===== src/psol_pkg.sv =====
package psol_pkg;

   // Register map, 5-bit management register address
   localparam logic [4:0] PSOL_REG_BASIC_CTRL = 5'h00;
   localparam logic [4:0] PSOL_REG_STRAP_STAT = 5'h1e;

   // Basic control register
   localparam int PSOL_CTRL_ANEG_BIT = 12;
   localparam logic [15:0] PSOL_CTRL_RST = 16'h0000;

   // Strap status register layout
   localparam int PSOL_STAT_ADDR_LSB = 0;
   localparam int PSOL_STAT_MODE_LSB = 5;
   localparam int PSOL_STAT_ANEG_RAW_BIT = 8;
   localparam int PSOL_STAT_NAND_BIT = 9;
   localparam int PSOL_STAT_FILT_BIT = 10;
   localparam int PSOL_STAT_RSVD_BIT = 11;

   // Management address: fixed upper bits
   localparam logic [1:0] PSOL_ADDR_UPPER = 2'h0;

   // Internal pull levels, the value taken with nothing on the pin
   localparam logic PSOL_PULL_ADDR0 = 1'h1;
   localparam logic PSOL_PULL_ADDR1 = 1'h0;
   localparam logic PSOL_PULL_ADDR2 = 1'h0;
   localparam logic PSOL_PULL_MODE = 1'h0;
   localparam logic PSOL_PULL_ANEG = 1'h1;
   localparam logic PSOL_PULL_NAND = 1'h1;
   localparam logic PSOL_PULL_FILT = 1'h0;

   // Mode-select codes
   localparam logic [2:0] PSOL_MODE_MII_PLAIN = 3'h0;
   localparam logic [2:0] PSOL_MODE_MII_XOVER = 3'h2;
   localparam logic [2:0] PSOL_MODE_B2B_XOVER = 3'h6;

   typedef enum logic [1:0] {
      PSOL_IF_NORMAL = 2'h0,
      PSOL_IF_B2B = 2'h1,
      PSOL_IF_RESERVED = 2'h3
   } psol_if_mode_t;

   // Pin phase, Gray along reset -> run
   typedef enum logic [1:0] {
      PSOL_PH_STRAP = 2'h0,
      PSOL_PH_RUN = 2'h1
   } psol_phase_t;

endpackage


===== src/psol_strap_latch.sv =====
// Our own choices: the register addresses and the address-and-strobe port.
`timescale 1ns/1ns
`default_nettype none

module psol_strap_latch
   import psol_pkg::*;
(
   // Clock and chip reset
   input wire logic clk_i,
   input wire logic rst_i,
   // Register port
   input wire logic [4:0] reg_addr_i,
   input wire logic [15:0] reg_wdata_i,
   input wire logic reg_wr_i,
   input wire logic reg_rd_i,
   output logic [15:0] reg_rdata_o,
   // Normal pin functions from the receive path and the interrupt
   input wire logic [3:0] rx_data_i,
   input wire logic rx_clk_func_i,
   input wire logic rx_valid_i,
   input wire logic rx_error_i,
   input wire logic carrier_i,
   input wire logic irq_active_i,
   // Shared pins: receive data 3..1 / address straps
   input wire logic mgmt_addr_strap_bit0_i,
   output logic mgmt_addr_strap_bit0_o,
   output logic mgmt_addr_strap_bit0_oe_o,
   input wire logic mgmt_addr_strap_bit1_i,
   output logic mgmt_addr_strap_bit1_o,
   output logic mgmt_addr_strap_bit1_oe_o,
   input wire logic mgmt_addr_strap_bit2_i,
   output logic mgmt_addr_strap_bit2_o,
   output logic mgmt_addr_strap_bit2_oe_o,
   // Shared pin: receive data 0 / auto-negotiation strap
   input wire logic strap_a_i,
   output logic strap_a_o,
   output logic strap_a_oe_o,
   // Shared pins: receive clock, carrier, data valid / mode straps
   input wire logic mode_select_strap_bit0_i,
   output logic mode_select_strap_bit0_o,
   output logic mode_select_strap_bit0_oe_o,
   input wire logic mode_select_strap_bit1_i,
   output logic mode_select_strap_bit1_o,
   output logic mode_select_strap_bit1_oe_o,
   input wire logic mode_select_strap_bit2_i,
   output logic mode_select_strap_bit2_o,
   output logic mode_select_strap_bit2_oe_o,
   // Shared pin: receive error / emission filter strap
   input wire logic emission_filter_strap_i,
   output logic emission_filter_strap_o,
   output logic emission_filter_strap_oe_o,
   // Shared pin: interrupt, open-drain like / connectivity-test strap
   input wire logic interrupt_out_i,
   output logic interrupt_out_o,
   output logic interrupt_out_oe_o,
   // Configuration to the rest of the chip
   output logic [4:0] mgmt_addr_o,
   output logic [2:0] mode_code_o,
   output var psol_if_mode_t if_mode_o,
   output logic auto_xover_o,
   output logic strap_a_en_o,
   output logic nand_tree_en_o,
   output logic emission_filter_en_o
);

   psol_phase_t phase_reg;
   logic [2:0] addr_cap_reg;
   logic [2:0] mode_cap_reg;
   logic aneg_cap_reg;
   logic nand_cap_reg;
   logic filt_cap_reg;
   logic [15:0] ctrl_reg;
   logic [15:0] rdata_reg;
   logic [15:0] stat_word;
   logic pin_drive;
   logic [8:0] pin_out_reg;

   function automatic psol_if_mode_t decode_if(input logic [2:0] code);
      case (code)
         PSOL_MODE_MII_PLAIN: decode_if = PSOL_IF_NORMAL;
         PSOL_MODE_MII_XOVER: decode_if = PSOL_IF_NORMAL;
         PSOL_MODE_B2B_XOVER: decode_if = PSOL_IF_B2B;
         default: decode_if = PSOL_IF_RESERVED;
      endcase
   endfunction

   function automatic logic decode_xover(input logic [2:0] code);
      decode_xover = (code == PSOL_MODE_MII_XOVER) ||
         (code == PSOL_MODE_B2B_XOVER);
   endfunction

   // Pins are released from the first clock edge in reset until one cycle past it,
   // so the last reset cycle sees only pulls and board resistors
   always_ff @(posedge clk_i) begin
      if (rst_i) begin
         phase_reg <= PSOL_PH_STRAP;
      end else begin
         phase_reg <= PSOL_PH_RUN;
      end
   end

   assign pin_drive = (phase_reg == PSOL_PH_RUN);

   // Captures track the pins while reset is held; the value of the last
   // reset cycle is what remains at release
   always_ff @(posedge clk_i) begin
      if (rst_i) begin
         addr_cap_reg <= {mgmt_addr_strap_bit2_i, mgmt_addr_strap_bit1_i,
            mgmt_addr_strap_bit0_i};
         mode_cap_reg <= {mode_select_strap_bit2_i, mode_select_strap_bit1_i,
            mode_select_strap_bit0_i};
         aneg_cap_reg <= strap_a_i;
         nand_cap_reg <= interrupt_out_i;
         filt_cap_reg <= emission_filter_strap_i;
      end
      // Otherwise frozen until the next chip reset
   end

   // Control register: strap loads bit 12 inverted, software may rewrite
   always_ff @(posedge clk_i) begin
      if (rst_i) begin
         ctrl_reg <= PSOL_CTRL_RST;
         ctrl_reg[PSOL_CTRL_ANEG_BIT] <= ~strap_a_i;
      end else if (reg_wr_i && reg_addr_i == PSOL_REG_BASIC_CTRL) begin
         ctrl_reg <= reg_wdata_i;
      end
   end

   always_comb begin
      stat_word = 16'h0000;
      stat_word[PSOL_STAT_ADDR_LSB +: 5] = mgmt_addr_o;
      stat_word[PSOL_STAT_MODE_LSB +: 3] = mode_cap_reg;
      stat_word[PSOL_STAT_ANEG_RAW_BIT] = aneg_cap_reg;
      stat_word[PSOL_STAT_NAND_BIT] = nand_tree_en_o;
      stat_word[PSOL_STAT_FILT_BIT] = emission_filter_en_o;
      stat_word[PSOL_STAT_RSVD_BIT] = (if_mode_o == PSOL_IF_RESERVED);
   end

   // Read data stand one cycle after the strobe only; unmapped reads zero
   always_ff @(posedge clk_i) begin
      if (rst_i || !reg_rd_i) begin
         rdata_reg <= 16'h0000;
      end else begin
         case (reg_addr_i)
            PSOL_REG_BASIC_CTRL: rdata_reg <= ctrl_reg;
            PSOL_REG_STRAP_STAT: rdata_reg <= stat_word;
            default: rdata_reg <= 16'h0000;
         endcase
      end
   end

   assign reg_rdata_o = rdata_reg;

   // Normal pin functions, registered; zero while reset is held
   always_ff @(posedge clk_i) begin
      if (rst_i) begin
         pin_out_reg <= 9'h000;
      end else begin
         pin_out_reg <= {1'b0, rx_error_i, rx_valid_i, carrier_i,
            rx_clk_func_i, rx_data_i};
      end
   end

   assign strap_a_o = pin_out_reg[0];
   assign mgmt_addr_strap_bit2_o = pin_out_reg[1];
   assign mgmt_addr_strap_bit1_o = pin_out_reg[2];
   assign mgmt_addr_strap_bit0_o = pin_out_reg[3];
   assign mode_select_strap_bit0_o = pin_out_reg[4];
   assign mode_select_strap_bit1_o = pin_out_reg[5];
   assign mode_select_strap_bit2_o = pin_out_reg[6];
   assign emission_filter_strap_o = pin_out_reg[7];
   // Open-drain like: only ever pulls low
   assign interrupt_out_o = pin_out_reg[8];

   assign strap_a_oe_o = pin_drive;
   assign mgmt_addr_strap_bit0_oe_o = pin_drive;
   assign mgmt_addr_strap_bit1_oe_o = pin_drive;
   assign mgmt_addr_strap_bit2_oe_o = pin_drive;
   assign mode_select_strap_bit0_oe_o = pin_drive;
   assign mode_select_strap_bit1_oe_o = pin_drive;
   assign mode_select_strap_bit2_oe_o = pin_drive;
   assign emission_filter_strap_oe_o = pin_drive;
   // Active-low interrupt; a board pull-up gives the high level
   assign interrupt_out_oe_o = pin_drive && irq_active_i;

   assign mgmt_addr_o = {PSOL_ADDR_UPPER, addr_cap_reg};
   assign mode_code_o = mode_cap_reg;
   assign if_mode_o = decode_if(mode_cap_reg);
   // Reserved codes give no crossover; safest fallback
   assign auto_xover_o = decode_xover(mode_cap_reg);
   assign strap_a_en_o = ctrl_reg[PSOL_CTRL_ANEG_BIT];
   assign nand_tree_en_o = ~nand_cap_reg;
   assign emission_filter_en_o = ~filt_cap_reg;
endmodule

`default_nettype wire


===== config.mk =====
export PLATFORM = sky130hd
export DESIGN_NAME = psol_strap_latch
export DESIGN_NICKNAME = d
export VERILOG_FILES = /design/src/psol_pkg.sv /design/src/psol_strap_latch.sv
export SDC_FILE = /design/constraint.sdc
export NUM_CORES = 1
export LEC_CHECK = 0
export BUFFER_PORTS_ARGS = -buffer_cell sky130_fd_sc_hd__buf_4
export CORE_MARGIN = 10
export CORE_UTILIZATION = 40
export CTS_BUF_LIST = sky130_fd_sc_hd__clkbuf_8
export DETAILED_ROUTE_END_ITERATION = 8
export GPL_ROUTABILITY_DRIVEN = 1
export PLACE_DENSITY = 0.78
export SYNTH_ARGS = -nofsm -noshare
export SYNTH_HDL_FRONTEND = slang
export SYNTH_SLANG_ARGS = --single-unit
export TNS_END_PERCENT = 5

===== constraint.sdc =====
create_clock -name clk_i -period 1.9 [get_ports clk_i]
set_input_delay 0.095 -clock clk_i [delete_from_list [all_inputs] [get_ports clk_i]]
set_output_delay 0.095 -clock clk_i [all_outputs]
set_load 0.1 [all_outputs]

==> results_dict.tcl <==
set metrics [dict create \
    synthFlopType "dfxtp_1" \
    clock-sinks 50 \
    die_w_um 89.6 \
    synth_warnings 0 \
    min_path_cells 2 \
    critPathKind "flop to primary output" \
    grt_setup_unrepaired "false" \
    pwr-share-seq_pct 49.1 \
    startpoint_type "flop" \
    period_minus_slack_ns 1.52 \
    synth_area_leaders "dfxtp_1 (41%), edfxtp_1 (16%), a311oi_1 (6.8%)" \
    rr_worst_depth 3 \
    reg2reg_from "mode_code_o[2]" \
    p_sw_share_pct 34.2 \
    nFillCells 424 \
    vdd_drop_max_mv 0.614 \
    clkSlewWorstSetupHoldPaths_ns 0.09 \
    cts_buffers 5 \
    syn_area_per_cell_um2 10.6 \
    syn_inst 182 \
    max_freq_mhz 658 \
    drc 0 \
    p_leak_uw 0.00121 \
    finClkSkew_ns 0.00711 \
    fp-row-count 25 \
    diodes 0 \
    fin_cells 332 \
    postLayoutCoreUtil_pct 60.3 \
    ios 91 \
    clockPowerShare_pct 25.7 \
    maxSlewViolCount 0 \
    die_y_um 89.6 \
    wirelength_mm 5.53 \
    cts_buffer_depth 2 \
    total_power_uw 2310 \
    core_um2 4690 \
    holdCritPathClass "input pin to flop" \
    placed_cells 304 \
    setup_violations 0 \
    crit_fanout 4 \
    drive_above_1_share_pct 39.6 \
    ant_nets 0 \
    fin_nets 320 \
    drt_iter0_drc 114 \
    crit_required_ns 1.80 \
    cts_tree "done" \
    hold_end "ctrl_reg[9]" \
    crit_path_end_kind "primary output" \
    post-cts-setup-buffer-count 0 \
    via_count 1688 \
    grt_max_degree 36 \
    antenna_found_initial 0 \
    yosysMostFrequentCell "dfxtp_1" \
    synth_top_area_cell "dfxtp_1" \
    critPathArrivalTime_ns 1.42 \
    globalRouteOverflowTotal 0 \
    pwr_density_cell_nw_per_um2 814 \
    grt_pass1_wl_mm 8.22 \
    async_reset_ff_share_pct 0 \
    synth_edf_count 10 \
    switchingPower_uw 789 \
    ys_types 26 \
    start_util_pct 41.3 \
    yosys.area.top_type_share_pct 41.4 \
    drt-vias-per-instance 5.08 \
    die_area_um2 8020 \
    hold_start "reg_wdata_i[9]" \
    synth-seq-area-share_pct 56.9 \
    clk_latency_ns 0.31 \
    pre_cts_ws_ns 0.567 \
    combPwrFrac_pct 25.3 \
    outcome "finished, final reports clean" \
    p_int_uw 1520 \
    ys_seq_elements 50 \
    drv_cap 0 \
    reg2reg_to "reg_rdata_o[11]" \
    ys_top_cells_by_count "dfxtp_1 (40), inv_1 (17), a311oi_1 (15), buf_4 (11), nor2b_1 (11)" \
    r2r_slack_ns 0.89 \
    gp_congestion 0.722 \
    area_delta_synth_final_pct 46.3 \
    grt_usage_pct 13.5 \
    dp_hpwl_mm 3.89 \
    wl_per_cell_um 16.6 \
    htree_levels 2 \
    root_buffer "clkbuf_8" \
    dr.pass1.iters 4 \
    layout_setup_ws_ns 0.381 \
    post-route-period-util_pct 80.0 \
    port_buffers 87 \
    grt_pass1_vias 1639 \
    hold_viol 0 \
    tns_ns 0 \
    netlist_area_um2 1940 \
]
## final cells by class
| cell class | count | area (um2) | share of cell area [%] |
|---|---|---|---|
| Sequential cell | 50 | 1100 | 38.9 |
| Timing Repair Buffer | 110 | 876 | 30.9 |
| Clock buffer | 5 | 68.8 | 2.43 |
| Tap cell | 54 | 67.6 | 2.39 |
| Inverter | 18 | 67.6 | 2.39 |
| Clock inverter | 3 | 12.5 | 0.442 |
| Multi-Input combinational cell | 92 | 638 | 22.5 |
## through the flow
step / area (um2) / hold slack [ns]
after floorplan: 1950 / 0.194
after global placement: 2550 / 0.274
after detailed placement: 2550 / 0.275
after CTS: 2810 / 0.000667
after global routing: 2830 / 0.00121
final: 2830 / 0.00520
## worst max-delay path, cell delays in order, from the launching register on
cell,delay (ns)
edfxtp_1,0.44
nor2b_1,0.17
or2_2,0.27
buf_4,0.23
## per-layer routing
layer,GRT usage (%),share of wire (%),vias to the layer above
met4,6.21,1.7,0
met1,15.2,38,787
li1,-,-,828
met3,5.38,8.6,8
met2,21.8,52,65
met5,0,0,-
## power by group through the flow
stage | combinational, uW | clock [uW] | sequential (uW)
detailed placement | 549 | 0 | 1160
CTS | 579 | 606 | 1130
floorplan | 240 | 0 | 1320
global placement | 545 | 0 | 1150
global route | 603 | 662 | 1140
finish | 583 | 592 | 1130
## kinds of logic (layout without fill, tap and decap cells)
kind of cell / after synthesis / after routing / share of synthesized area (%)
flip-flops: 50 / 50 / 56.9
AND/OR/NAND/NOR: 47 / 47 / 14.9
AO/OA/AOI/OAI: 42 / 42 / 17.1
buffers and inverters: 42 / 136 / 10.9
other: 1 / 3 / 0.194
## what timing repair did
action | 4_1_cts | 5_1_grt
endpoints found under the hold margin | 18 | 2
hold buffers | 18 | 2
gates resized for setup | 0 | 0
## worst max-delay path by stage
stage | from | endpoint | cells after the start
2_1_floorplan | phase_reg[0] | interrupt_out_oe_o | 1
3_3_place_gp | reg_addr_i[0] | ctrl_reg[12] | 4
3_5_place_dp | reg_addr_i[0] | ctrl_reg[12] | 4
4_1_cts | mode_code_o[2] | if_mode_o[1] | 3
5_1_grt | mode_code_o[2] | if_mode_o[1] | 3
6_report | mode_code_o[2] | if_mode_o[1] | 3
## placed cells by master (no fill, tap or decap), drive strengths merged
| cell | instances |
|---|---|
| a21oi | 10 |
| a311oi | 15 |
| a31o | 16 |
| and2 | 2 |
| and3 | 7 |
| and3b | 1 |
| buf | 90 |
| clkbuf | 5 |
| clkinv | 2 |
| conb | 3 |
| dfxtp | 40 |
| dlygate4sd3 | 20 |
| edfxtp | 10 |
| inv | 19 |
| nand2 | 1 |
| nand3 | 10 |
| nand4 | 9 |
| nor2 | 2 |
| nor2b | 11 |
| nor3 | 1 |
| o2111ai | 1 |
| or2 | 3 |
(Power assumes the default switching activity.)
